`config.mk`:
```
export PLATFORM = sky130hd
export DESIGN_NAME = load_diag_regs
export DESIGN_NICKNAME = d
export VERILOG_FILES = /design/src/load_diag_pkg.sv /design/src/chan_diag_seq.sv /design/src/load_diag_regs.sv
export VERILOG_INCLUDE_DIRS = /design/src /design/src/src
export SDC_FILE = /design/constraint.sdc
export NUM_CORES = 1
export LEC_CHECK = 0
export BUFFER_PORTS_ARGS = -buffer_cell sky130_fd_sc_hd__buf_2
export CAP_MARGIN = 25
export CORE_ASPECT_RATIO = 0.7
export CORE_MARGIN = 2
export CORE_UTILIZATION = 45
export CTS_CLUSTER_DIAMETER = 120
export CTS_CLUSTER_SIZE = 40
export DETAILED_ROUTE_END_ITERATION = 10
export PLACE_DENSITY = 0.67
export SLEW_MARGIN = 15
export SYNTH_ARGS = -nofsm -noshare
export SYNTH_HDL_FRONTEND = slang
export SYNTH_SLANG_ARGS = --single-unit
```
`constraint.sdc`:
```
create_clock -name sys_clk -period 2.1 [get_ports sys_clk]
set_clock_uncertainty 0.2 [all_clocks]
set_input_delay 0.21 -clock sys_clk [delete_from_list [all_inputs] [get_ports sys_clk]]
set_output_delay 0.21 -clock sys_clk [all_outputs]
set_load 0.01 [all_outputs]
```
`src/load_diag_cfg.svh`:
```
// Register offsets, field positions, reset values and timing counts for the load diagnostics bank
//==========================================================================
// Notes on behaviour
// - Ch3/ch4 short thresholds, 0.5 ohm steps, reset 1 ohm
// - Threshold register read-write at 0x0B, reset 0x11
// - Result register 0x0C holds ch1 and ch2
// - Result register 0x0D holds ch3 and ch4
// - Ground-short flag set on short to ground
// - Power-short flag set on short to supply
// - Open-load and below-threshold flags per channel
// - Line-output flags in bits 3..0, upper zero
// - Two-bit state read-back per channel
// - State read-back read-only at 0x0F, reset 0x55
// - Overcurrent flags in bits 7..4
// - DC-offset flags in bits 3..0
// - Result and fault registers read-only, reset zero
// - Auto diagnostics on leaving high impedance, faults
// - Line-output results only while enable set
// - Abort stops run; software clears abort bit
`ifndef LOAD_DIAG_CFG_SVH
`define LOAD_DIAG_CFG_SVH

`define ADDR_THRESH_34     8'h0B
`define ADDR_RESULT_12     8'h0C
`define ADDR_RESULT_34     8'h0D
`define ADDR_LINE_OUT      8'h0E
`define ADDR_STATE_RB      8'h0F
`define ADDR_CH_FAULT      8'h10

`define RST_THRESH_34      8'h11
`define RST_STATE_RB       8'h55
`define RST_ZERO           8'h00
`define RST_STATE_CODE     2'h1

`define DIAG_RUN_NS        1000
`define CLK_PERIOD_NS      8
`define DIAG_RUN_CYC       ((`DIAG_RUN_NS + `CLK_PERIOD_NS - 1) / `CLK_PERIOD_NS)

`endif

```
`src/load_diag_pkg.sv`:
```
// Types shared by the load diagnostics register bank
package load_diag_pkg;
   typedef enum logic [1:0] {
      ST_PLAY = 2'h0,
      ST_HIZ  = 2'h1,
      ST_MUTE = 2'h2,
      ST_DIAG = 2'h3
   } chan_state_t;

   typedef enum logic [2:0] {
      CS_IDLE = 3'b001,
      CS_RUN  = 3'b010,
      CS_DONE = 3'b100
   } diag_fsm_t;
endpackage

```
`src/chan_diag_seq.sv`:
```
// One channel's DC diagnostic sequencer and result holder
`include "load_diag_cfg.svh"
module chan_diag_seq
   import load_diag_pkg::*;
#(
   parameter int RUN_CYC = `DIAG_RUN_CYC
) (
   input  wire logic       sys_clk,        // 125 MHz control clock
   input  wire logic       rst_b,          // Async reset, active low
   input  wire logic [1:0] req_state,      // Requested channel state
   input  wire logic       auto_diag_disable, // Suppress automatic runs
   input  wire logic       diag_abort_request, // Stop a run in progress
   input  wire logic       line_diag_enable,   // Line-output detection enabled
   input  wire logic       fault_seen,     // Channel fault level (synced)
   input  wire logic [3:0] short_threshold,// Shorted-load threshold code
   input  wire logic [3:0] meas_load,      // Measured load, threshold units
   input  wire logic [3:0] meas_flags,     // Ground, power, open, line-out
   output logic [3:0]      result,         // Ground, power, open, shorted
   output logic            line_out,       // Line output found
   output logic [1:0]      state_rb        // Actual state
);
   diag_fsm_t        fsm;
   diag_fsm_t        next_fsm;
   logic [1:0]       prev_req;
   logic             prev_fault;
   logic [15:0]      cnt;

   wire leave_hiz  = (prev_req == ST_HIZ) && (req_state != ST_HIZ);
   wire new_fault  = fault_seen && !prev_fault;
   wire auto_start = !auto_diag_disable && (leave_hiz || new_fault);
   wire start      = (req_state == ST_DIAG && prev_req != ST_DIAG) || auto_start;
   wire run_end    = (cnt == 16'(RUN_CYC - 1));

   always_comb begin
      case (fsm)
         CS_IDLE: next_fsm = (start && !diag_abort_request) ? CS_RUN : CS_IDLE;
         CS_RUN:  next_fsm = diag_abort_request ? CS_IDLE :
                             (run_end ? CS_DONE : CS_RUN);
         CS_DONE: next_fsm = CS_IDLE;
         default: next_fsm = CS_IDLE;
      endcase
   end

   always_ff @(posedge sys_clk or negedge rst_b) begin
      if (!rst_b) begin
         fsm        <= CS_IDLE;
         prev_req   <= `RST_STATE_CODE;
         prev_fault <= 1'b0;
         cnt        <= 16'h0000;
      end else begin
         fsm        <= next_fsm;
         prev_req   <= req_state;
         prev_fault <= fault_seen;
         cnt        <= (fsm == CS_RUN) ? cnt + 16'h0001 : 16'h0000;
      end
   end

   // Results change only at run completion; an aborted run keeps old results
   always_ff @(posedge sys_clk or negedge rst_b) begin
      if (!rst_b) begin
         result   <= 4'h0;
         line_out <= 1'b0;
      end else if (fsm == CS_RUN && run_end && !diag_abort_request) begin
         result   <= {meas_flags[3],
                      meas_flags[2],
                      meas_flags[1],
                      !meas_flags[1] && (meas_load < short_threshold)};
         line_out <= line_diag_enable && meas_flags[0];
      end
   end

   always_ff @(posedge sys_clk or negedge rst_b) begin
      if (!rst_b) begin
         state_rb <= `RST_STATE_CODE;
      end else begin
         state_rb <= (next_fsm == CS_RUN) ? ST_DIAG :
                     ((req_state == ST_DIAG) ? ST_HIZ : req_state);
      end
   end
endmodule

```
`src/load_diag_regs.sv`:
```
// Load diagnostic threshold, result, state and channel fault register bank
`include "load_diag_cfg.svh"
module load_diag_regs
   import load_diag_pkg::*;
#(
   parameter int RUN_CYC = `DIAG_RUN_CYC
) (
   input  wire logic       sys_clk,            // 125 MHz control clock
   input  wire logic       rst_b,              // Async reset, active low
   input  wire logic [7:0] reg_addr,           // Register address from control port
   input  wire logic       reg_wr,             // Write strobe, one cycle
   input  wire logic [7:0] reg_wdata,          // Write data
   input  wire logic       reg_rd,             // Read strobe, one cycle
   output logic [7:0]      reg_rdata,          // Read data, valid cycle after strobe
   input  wire logic [7:0] chan_state_req,     // Requested states, ch1 in 7:6
   input  wire logic       auto_diag_disable,  // Automatic diagnostics off
   input  wire logic       diag_abort_request, // Abort diagnostics
   input  wire logic       line_diag_enable,   // Line-output detection on
   input  wire logic [15:0] meas_load,         // Measured load per ch, ch1 in 15:12
   input  wire logic [15:0] meas_flags,        // Gnd,pwr,open,line per ch, ch1 top
   input  wire logic [3:0] overcurrent_in,     // Overcurrent pins, ch1 in bit 3
   input  wire logic [3:0] dc_fault_in,        // DC offset pins, ch1 in bit 3
   input  wire logic [7:0] thresh_ch1_ch2,     // Ch1/ch2 thresholds from elsewhere
   output logic [7:0]      short_threshold     // Ch3/ch4 threshold register
);
   //==========================================================================
   // Fault input synchronisers
   logic [7:0] f_s1;
   logic [7:0] f_s2;
   logic [7:0] f_s3;
   logic [7:0] f_stable;
   wire  [7:0] f_raw = {overcurrent_in, dc_fault_in};

   always_ff @(posedge sys_clk or negedge rst_b) begin
      if (!rst_b) begin
         f_s1     <= `RST_ZERO;
         f_s2     <= `RST_ZERO;
         f_s3     <= `RST_ZERO;
         f_stable <= `RST_ZERO;
      end else begin
         f_s1     <= f_raw;
         f_s2     <= f_s1;
         f_s3     <= f_s2;
         f_stable <= (f_s2 & f_s3) | (f_stable & (f_s2 | f_s3));
      end
   end

   //==========================================================================
   // Per-channel sequencers
   logic [15:0] results;
   logic [3:0]  line_found;
   logic [7:0]  state_all;
   wire  [15:0] thresh_all = {thresh_ch1_ch2, short_threshold};

   for (genvar c = 0; c < 4; c++) begin : g_ch
      chan_diag_seq #(.RUN_CYC(RUN_CYC)) u_seq (
         .sys_clk            (sys_clk),
         .rst_b              (rst_b),
         .req_state          (chan_state_req[2*c +: 2]),
         .auto_diag_disable  (auto_diag_disable),
         .diag_abort_request (diag_abort_request),
         .line_diag_enable   (line_diag_enable),
         .fault_seen         (f_stable[c+4] | f_stable[c]),
         .short_threshold    (thresh_all[4*c +: 4]),
         .meas_load          (meas_load[4*c +: 4]),
         .meas_flags         (meas_flags[4*c +: 4]),
         .result             (results[4*c +: 4]),
         .line_out           (line_found[c]),
         .state_rb           (state_all[2*c +: 2])
      );
   end

   //==========================================================================
   // Register decode and read mux
   wire hit_thresh = (reg_addr == `ADDR_THRESH_34);
   wire [7:0] rd_mux =
      (reg_addr == `ADDR_THRESH_34) ? short_threshold :
      (reg_addr == `ADDR_RESULT_12) ? results[15:8] :
      (reg_addr == `ADDR_RESULT_34) ? results[7:0] :
      (reg_addr == `ADDR_LINE_OUT)  ? {4'h0, line_found} :
      (reg_addr == `ADDR_STATE_RB)  ? state_all :
      (reg_addr == `ADDR_CH_FAULT)  ? f_stable :
      8'h00;

   // Only the threshold register accepts writes; the rest ignore them
   always_ff @(posedge sys_clk or negedge rst_b) begin
      if (!rst_b) begin
         short_threshold <= `RST_THRESH_34;
      end else if (reg_wr && hit_thresh) begin
         short_threshold <= reg_wdata;
      end
   end

   always_ff @(posedge sys_clk or negedge rst_b) begin
      if (!rst_b) begin
         reg_rdata <= `RST_ZERO;
      end else if (reg_rd) begin
         reg_rdata <= rd_mux;
      end
   end
endmodule

```
==> results of run 1 <==
## cell usage after synthesis, types with 3 or more instances
master	count
or3b_2	5
nand2b_1	10
maj3_1	8
nand4_1	22
nor4_1	11
a211oi_1	4
and2_1	5
xnor2_1	22
o221a_2	4
o21bai_1	4
or2_2	4
nand3b_1	5
o21ai_0	21
nand2_1	36
ha_1	20
nor4_4	3
and4_1	5
a21o_1	7
nor2_1	68
nor3_1	11
inv_1	48
mux2_2	21
mux2_4	3
buf_1	3
dfstp_2	14
a32oi_1	3
a31o_2	4
clkbuf_1	11
o211ai_1	4
a31oi_1	6
xor2_1	21
a22oi_1	3
o2111ai_1	3
and3_1	7
or3_1	8
mux2i_1	10
nand3_1	34
a21oi_1	36
dfrtp_1	150
nand4b_1	3
## kinds of logic after synthesis
group / Yosys count
multiplexers: 34
flip-flops: 164
buffers and inverters: 64
AND/OR/NAND/NOR: 260
AO/OA/AOI/OAI: 105
XOR/XNOR: 43
adder cells (fa/ha/maj): 28
## per-stage QoR
step,setup slack (ns),std cells,total power [mW]
4_1_cts,0.0298,1101,7.11
3_3_place_gp,0.0868,1024,3.87
3_5_place_dp,0.0417,1024,3.89
6_report,0.0433,1103,7.06
5_1_grt,-0.0962,1103,7.36
2_1_floorplan,0.102,698,3.61
## layer usage
layer | up-vias | share of wire, %
met3 | 20 | 3.9
met1 | 2928 | 48
met5 | - | 0
met2 | 136 | 47
met4 | 0 | 1.4
li1 | 2798 | -
## power groups by stage
| stage | combinational, mW | clock (mW) | sequential (mW) |
|---|---|---|---|
| floorplan | 0.211 | 0 | 3.40 |
| global placement | 0.446 | 0 | 3.42 |
| detailed placement | 0.462 | 0 | 3.42 |
| CTS | 0.530 | 3.21 | 3.37 |
| global route | 0.588 | 3.39 | 3.38 |
| finish | 0.526 | 3.17 | 3.37 |
## worst max-delay path by stage
stage	slack, ns	to	cells past startpoint	from
6_report	0.04	g_ch[3].u_seq.result[3]	6	g_ch[3].u_seq.cnt[1]
4_1_cts	0.03	g_ch[1].u_seq.result[1]	4	g_ch[1].u_seq.cnt[13]
2_1_floorplan	0.10	g_ch[1].u_seq.result[1]	4	g_ch[1].u_seq.cnt[12]
5_1_grt	-0.1	g_ch[3].u_seq.result[3]	6	g_ch[3].u_seq.cnt[1]
3_3_place_gp	0.09	g_ch[1].u_seq.result[3]	4	g_ch[1].u_seq.cnt[13]
3_5_place_dp	0.04	g_ch[1].u_seq.result[1]	4	g_ch[1].u_seq.cnt[13]
## sequential cells by signal, summed over array words and instances, names as in the netlist
| register | cells |
|---|---|
| f_s1 | 8 |
| f_s2 | 8 |
| f_stable | 8 |
| g_ch.u_seq.fsm | 12 |
| g_ch.u_seq.line_out | 4 |
| g_ch.u_seq.cnt | 64 |
| g_ch.u_seq.prev_fault | 4 |
| short_threshold | 8 |
| g_ch.u_seq.prev_req | 8 |
| f_s3 | 8 |
| reg_rdata | 8 |
| g_ch.u_seq.state_rb | 8 |
| g_ch.u_seq.result | 16 |
## cell type report
cell class / instances / area (sq um) / share of cell area (%)
multi-input combinational: 470 / 3250 / 34.0
clock inverter: 8 / 128 / 1.33
tap: 225 / 282 / 2.94
inverter: 48 / 180 / 1.88
sequential: 164 / 4120 / 43.1
timing repair buffer: 164 / 1140 / 11.9
clock buffer: 24 / 472 / 4.93
## timing repair
item	4_1_cts	5_1_grt
hold endpoints to repair	170	0
setup buffers	0	2
setup endpoints to repair	0	11
hold buffers	45	0
resized for setup	0	3
==> results.json, run 1 <==
{
  "path_clk_slew_ns": 0.06,
  "synth-adder-area-share_pct": 4.35,
  "required_ns": 2.19,
  "fin_nets": 964,
  "switching_share_pct": 22.4,
  "grt_pass1_vias": 5984,
  "yosys_warnings": 0,
  "drtIter0Drc": 369,
  "p_switching_mw": 1.58,
  "fillers": 1318,
  "h-tree-depth": 4,
  "min-delay-start": "diag_abort_request",
  "overflow": 0,
  "cp_slowest_stage_delay_ns": 0.40,
  "cts-root-buf": "clkbuf_16",
  "place_congestion": 0.896,
  "grt_pass1_wl_mm": 29.8,
  "num_antenna_cells": 0,
  "synth-xor-area-share_pct": 4.96,
  "hold_path_end": "g_ch[3].u_seq.fsm[0]",
  "finalCritPeriodShare_pct": 97.9,
  "grtUsageTotal_pct": 20.8,
  "p_int_mw": 5.48,
  "fin_area_sq_um": 9570,
  "syn_to_final_growth_pct": 26.0,
  "fin_util_pct": 58.4,
  "ant_nets": 0,
  "core_region_area_sq_um": 16400,
  "fin_crit_ns": 2.06,
  "synth_top_area_cell": "dfrtp_1",
  "clk_latency_ns": 0.42,
  "ir_worst_vdd_mv": 0.491,
  "whs_path_depth": 2,
  "met3_usage_pct": 3.85,
  "vias": 5882,
  "use_met2_pct": 33.3,
  "io_buffers": 94,
  "die_area_sq_um": 18000,
  "synth-main-ff-cell": "dfrtp_1",
  "synthTopCellsByArea": "dfrtp_1 49%, dfstp_2 4.8%, nor2_1 3.4%, ha_1 3.3%, mux2_2 3.1%",
  "antenna_found_initial": 0,
  "crit_slowest_cell": "dfrtp_1",
  "relSlewSlack_pct": 64.0,
  "hold_viol": 0,
  "r2r_cells": 6,
  "cp.buffers_inverters": 1,
  "pwr-share-seq_pct": 47.7,
  "crit_path_cell_trace": "inv_1 > ha_1 > nor4bb_2 > nand4_1 > nor3_4 > mux2_2",
  "tns_ns": 0,
  "grt_max_degree": 54,
  "async_flop_share_pct": 100,
  "slew_viol_final": 0,
  "synth_top_family_by_area": "simple AND/OR/NAND/NOR gates",
  "maxCapViolations": 0,
  "worstMarginPinSlew_ns": 0.538,
  "final_cell_mix": "150 x dfrtp_1, 93 x buf_2, 68 x nor2_1",
  "setup_violations": 0,
  "synth_seq_cells": 164,
  "finalWirelength_mm": 17.7,
  "cts_sinks": 164,
  "synth-compound-area-share_pct": 8.76,
  "drive_gt1_share_pct": 24.7,
  "critical-path-top-delay-family": "simple AND/OR/NAND/NOR gates",
  "seq_area_frac_synth_pct": 54.2,
  "crit_arrival_ns": 2.15,
  "initial_utilization_pct": 46.3,
  "outcome": "finished clean",
  "p_comb_share_pct": 7.4,
  "endpoint_kind": "register",
  "dr.pass1.iters": 4,
  "dieWidth_um": 159,
  "min_path_type": "input pin to register",
  "cts_tree": "yes",
  "start_kind": "register",
  "cts_buffers": 17,
  "r2r_setup_slack_ns": 0.04,
  "avgRoutedWirePerCell_um": 16.0,
  "synth_edf_count": 0,
  "drcViolationCount": 0,
  "final_common_cell": "dfrtp_1",
  "pin_count": 95,
  "p_leak_nw": 4.24,
  "via_per_inst": 5.33,
  "hpwl_mm": 12.6,
  "powerDensity_nw_per_um2": 738,
  "r2r_end": "g_ch[3].u_seq.result[3]",
  "hold_ws_ns": 0.0150,
  "syn_nets": 797,
  "power_frac_clock_pct": 44.9,
  "synthCells": 698,
  "gr-usage-met1_pct": 29.3,
  "netlist.area_leader.share_pct": 49.4,
  "synthSimpleGateAreaFrac_pct": 19.5,
  "crit_path_max_fanout": 4,
  "syn_area_sq_um": 7600,
  "syn_area_per_cell_sq_um": 10.9,
  "placed_cell_area_sq_um": 8490,
  "muxShareOfSynthArea_pct": 5.02,
  "path_class": "register to register",
  "fp-row-count": 39,
  "rr_startpoint": "g_ch[3].u_seq.cnt[1]",
  "die_height_um": 113,
  "max_freq_mhz": 486,
  "grt_busiest_layer": "met2",
  "synth.distinct_cells": 64,
  "cts_buffer_depth": 2
}
(Power assumes the default switching activity.)
==> run 2: changes to the inputs <==
Settings changed: SYNTH_HIERARCHICAL from default to 1.
==> results.json, run 2 <==
{
  "pin_count": 95,
  "post-synth-top-count-cell": "dfrtp_1",
  "hold_viol": 0,
  "grtUsageTotal_pct": 20.7,
  "cts-root-buf": "clkbuf_16",
  "drtIter0Drc": 410,
  "initial_utilization_pct": 45.7,
  "crit_slowest_cell": "dfrtp_1",
  "fillers": 1386,
  "start_kind": "register",
  "crit_arrival_ns": 2.21,
  "max_freq_mhz": 476,
  "die_height_um": 114,
  "drcViolationCount": 0,
  "r2r_setup_slack_ns": 0.0007,
  "reg_top3": "g_ch.u_seq/cnt x64, g_ch.u_seq/result x16, g_ch.u_seq/fsm x12",
  "ant_nets": 0,
  "async_flop_share_pct": 100,
  "netlist.area_leader.share_pct": 48.1,
  "ys_top_cells_by_count": "150 x dfrtp_1, 60 x nor2_1, 50 x nand2_1",
  "fin_nets": 993,
  "outcome": "finished clean",
  "synthTopCellsByArea": "dfrtp_1 48%, dfstp_2 4.7%, ha_1 3.2%, xor2_1 3.1%, nor2_1 2.9%",
  "slew_viol_final": 0,
  "worstMarginPinSlew_ns": 0.585,
  "syn_area_sq_um": 7800,
  "cts_tree": "yes",
  "r2r_end": "g_ch[3].u_seq/result[1]",
  "die_area_sq_um": 18400,
  "hpwl_mm": 13.2,
  "crit_path_max_fanout": 4,
  "fin_util_pct": 59.2,
  "fin_crit_ns": 2.10,
  "min_path_type": "input pin to register",
  "grt_pass1_wl_mm": 30.1,
  "synth_top_area_cell": "dfrtp_1",
  "p_leak_nw": 4.51,
  "hold_ws_ns": 0.0236,
  "regMostFlops": "g_ch.u_seq/cnt",
  "seq_area_frac_synth_pct": 52.8,
  "whs_path_depth": 5,
  "ir_worst_vdd_mv": 0.455,
  "overflow": 0,
  "path_class": "register to register",
  "vias": 6128,
  "num_antenna_cells": 0,
  "finalCritPeriodShare_pct": 100,
  "required_ns": 2.21,
  "clk_latency_ns": 0.42,
  "grt_max_degree": 46,
  "cts_buffers": 17,
  "synthCells": 697,
  "hold_path_end": "g_ch[0].u_seq/result[0]",
  "grt_pass1_vias": 6103,
  "dr.pass1.iters": 5,
  "synth-main-ff-cell": "dfrtp_1",
  "relSlewSlack_pct": 60.9,
  "powerDensity_nw_per_um2": 709,
  "final_common_cell": "dfrtp_1",
  "crit_path_cell_trace": "inv_1 > ha_2 > nor4b_4 > buf_4 > nand4_1 > nor3_4 > mux2_4",
  "io_buffers": 94,
  "rsz0062_at_grt": "true",
  "fp-row-count": 40,
  "via_per_inst": 5.39,
  "core_region_area_sq_um": 17100,
  "avgRoutedWirePerCell_um": 16.5,
  "endpoint_kind": "register",
  "maxCapViolations": 0,
  "path_clk_slew_ns": 0.07,
  "drive_gt1_share_pct": 29.1,
  "h-tree-depth": 4,
  "cts_sinks": 164,
  "final_cell_mix": "150 x dfrtp_1, 93 x buf_2, 60 x nor2_1",
  "synth_seq_cells": 164,
  "place_congestion": 0.849,
  "syn_nets": 796,
  "rr_startpoint": "g_ch[3].u_seq/cnt[1]",
  "cp_slowest_stage_delay_ns": 0.38,
  "r2r_cells": 7,
  "yosys_warnings": 6,
  "dieWidth_um": 161,
  "min-delay-start": "meas_load[3]",
  "finalWirelength_mm": 18.7,
  "cts_buffer_depth": 2,
  "synth_edf_count": 0,
  "largest_register_ffs": 64,
  "synth.distinct_cells": 66,
  "antenna_found_initial": 0,
  "syn_to_final_growth_pct": 29.6,
  "syn_area_per_cell_sq_um": 11.2,
  "setup_violations": 0
}
run 2: changes by cell type in the layout (fill, tap and decap cells not counted), moves of 15 or more:
cell,previous run,this run
mux2_2,21,2
o21ai_0,21,36
buf_4,23,55
mux2_4,3,20
xnor2_1,22,4
a21oi_1,36,18
run 2: worst max-delay path, delay by kind of cell (launching register included):
kind                     cells  cell delay [ns]
AND/OR/NAND/NOR              3             0.70
buffers and inverters        2             0.21
multiplexers                 1             0.33
adder cells (fa/ha/maj)      1             0.16
flip-flops                   1             0.38
run 2: through the flow:
step                      worst slack (ns)  cells  setup TNS [ns]  instance area, sq um  total power [mW]
after detailed placement            -0.101   1050          -0.486                  8820              3.93
after floorplan                      0.126    697               0                  7800              3.64
after global placement             0.00389   1050               0                  8820              3.90
final                             0.000660   1137               0                 10100              7.17
after global routing                -0.106   1137          -0.963                 10100              7.47
after CTS                          -0.0177   1128         -0.0434                  9930              7.22
run 2: final cells by class:
| cell class | instances | area, sq um | share of cell area, % |
|---|---|---|---|
| repair buffers | 199 | 1420 | 14.1 |
| multi-input cells | 473 | 3520 | 34.8 |
| clock inverters | 13 | 171 | 1.70 |
| inverters | 39 | 146 | 1.45 |
| flip-flops and latches | 164 | 4120 | 40.8 |
| clock buffers | 18 | 439 | 4.35 |
| well taps | 231 | 289 | 2.86 |
run 2: cells by family (layout without fill, tap and decap cells):
kind of cell             Yosys count  after routing  share of synthesized area [%]
multiplexers                      32             32                           5.31
AND/OR/NAND/NOR                  276            276                           21.7
buffers and inverters             60            269                           3.59
flip-flops                       164            164                           52.8
adder cells (fa/ha/maj)           28             28                           4.23
AO/OA/AOI/OAI                    105            105                           8.76
XOR/XNOR                          32             32                           3.59
run 2: worst max-delay path by stage:
stage | startpoint | end | slack (ns)
after CTS | g_ch[3].u_seq/cnt[0] | g_ch[3].u_seq/result[2] | -0.02
after global placement | g_ch[1].u_seq/cnt[0] | g_ch[1].u_seq/result[1] | 0.004
final | g_ch[3].u_seq/cnt[1] | g_ch[3].u_seq/result[1] | 0.0007
after floorplan | g_ch[1].u_seq/cnt[0] | g_ch[1].u_seq/result[1] | 0.13
after detailed placement | g_ch[2].u_seq/cnt[1] | g_ch[2].u_seq/result[3] | -0.10
after global routing | g_ch[3].u_seq/cnt[0] | g_ch[3].u_seq/result[2] | -0.11
run 2: report_power, final:
part	leakage, nW	internal [mW]	switching (mW)
sequential	2.09	3.30	0.0804
combinational	2.13	0.289	0.289
clock	0.294	1.92	1.30
run 2: routing by layer:
metal / global-route usage [%] / part of all wire, %
met5: 0 / 0
met4: 7.20 / 1.9
met3: 4.74 / 5.1
met2: 32.9 / 47
met1: 28.3 / 46
run 2: timing repair:
item                       CTS  global route
buffers inserted             2             8
hold buffers                45             1
setup endpoints to repair   11            22
pin swaps                    5             9
gates resized for setup      5            20
hold endpoints to repair   211             1
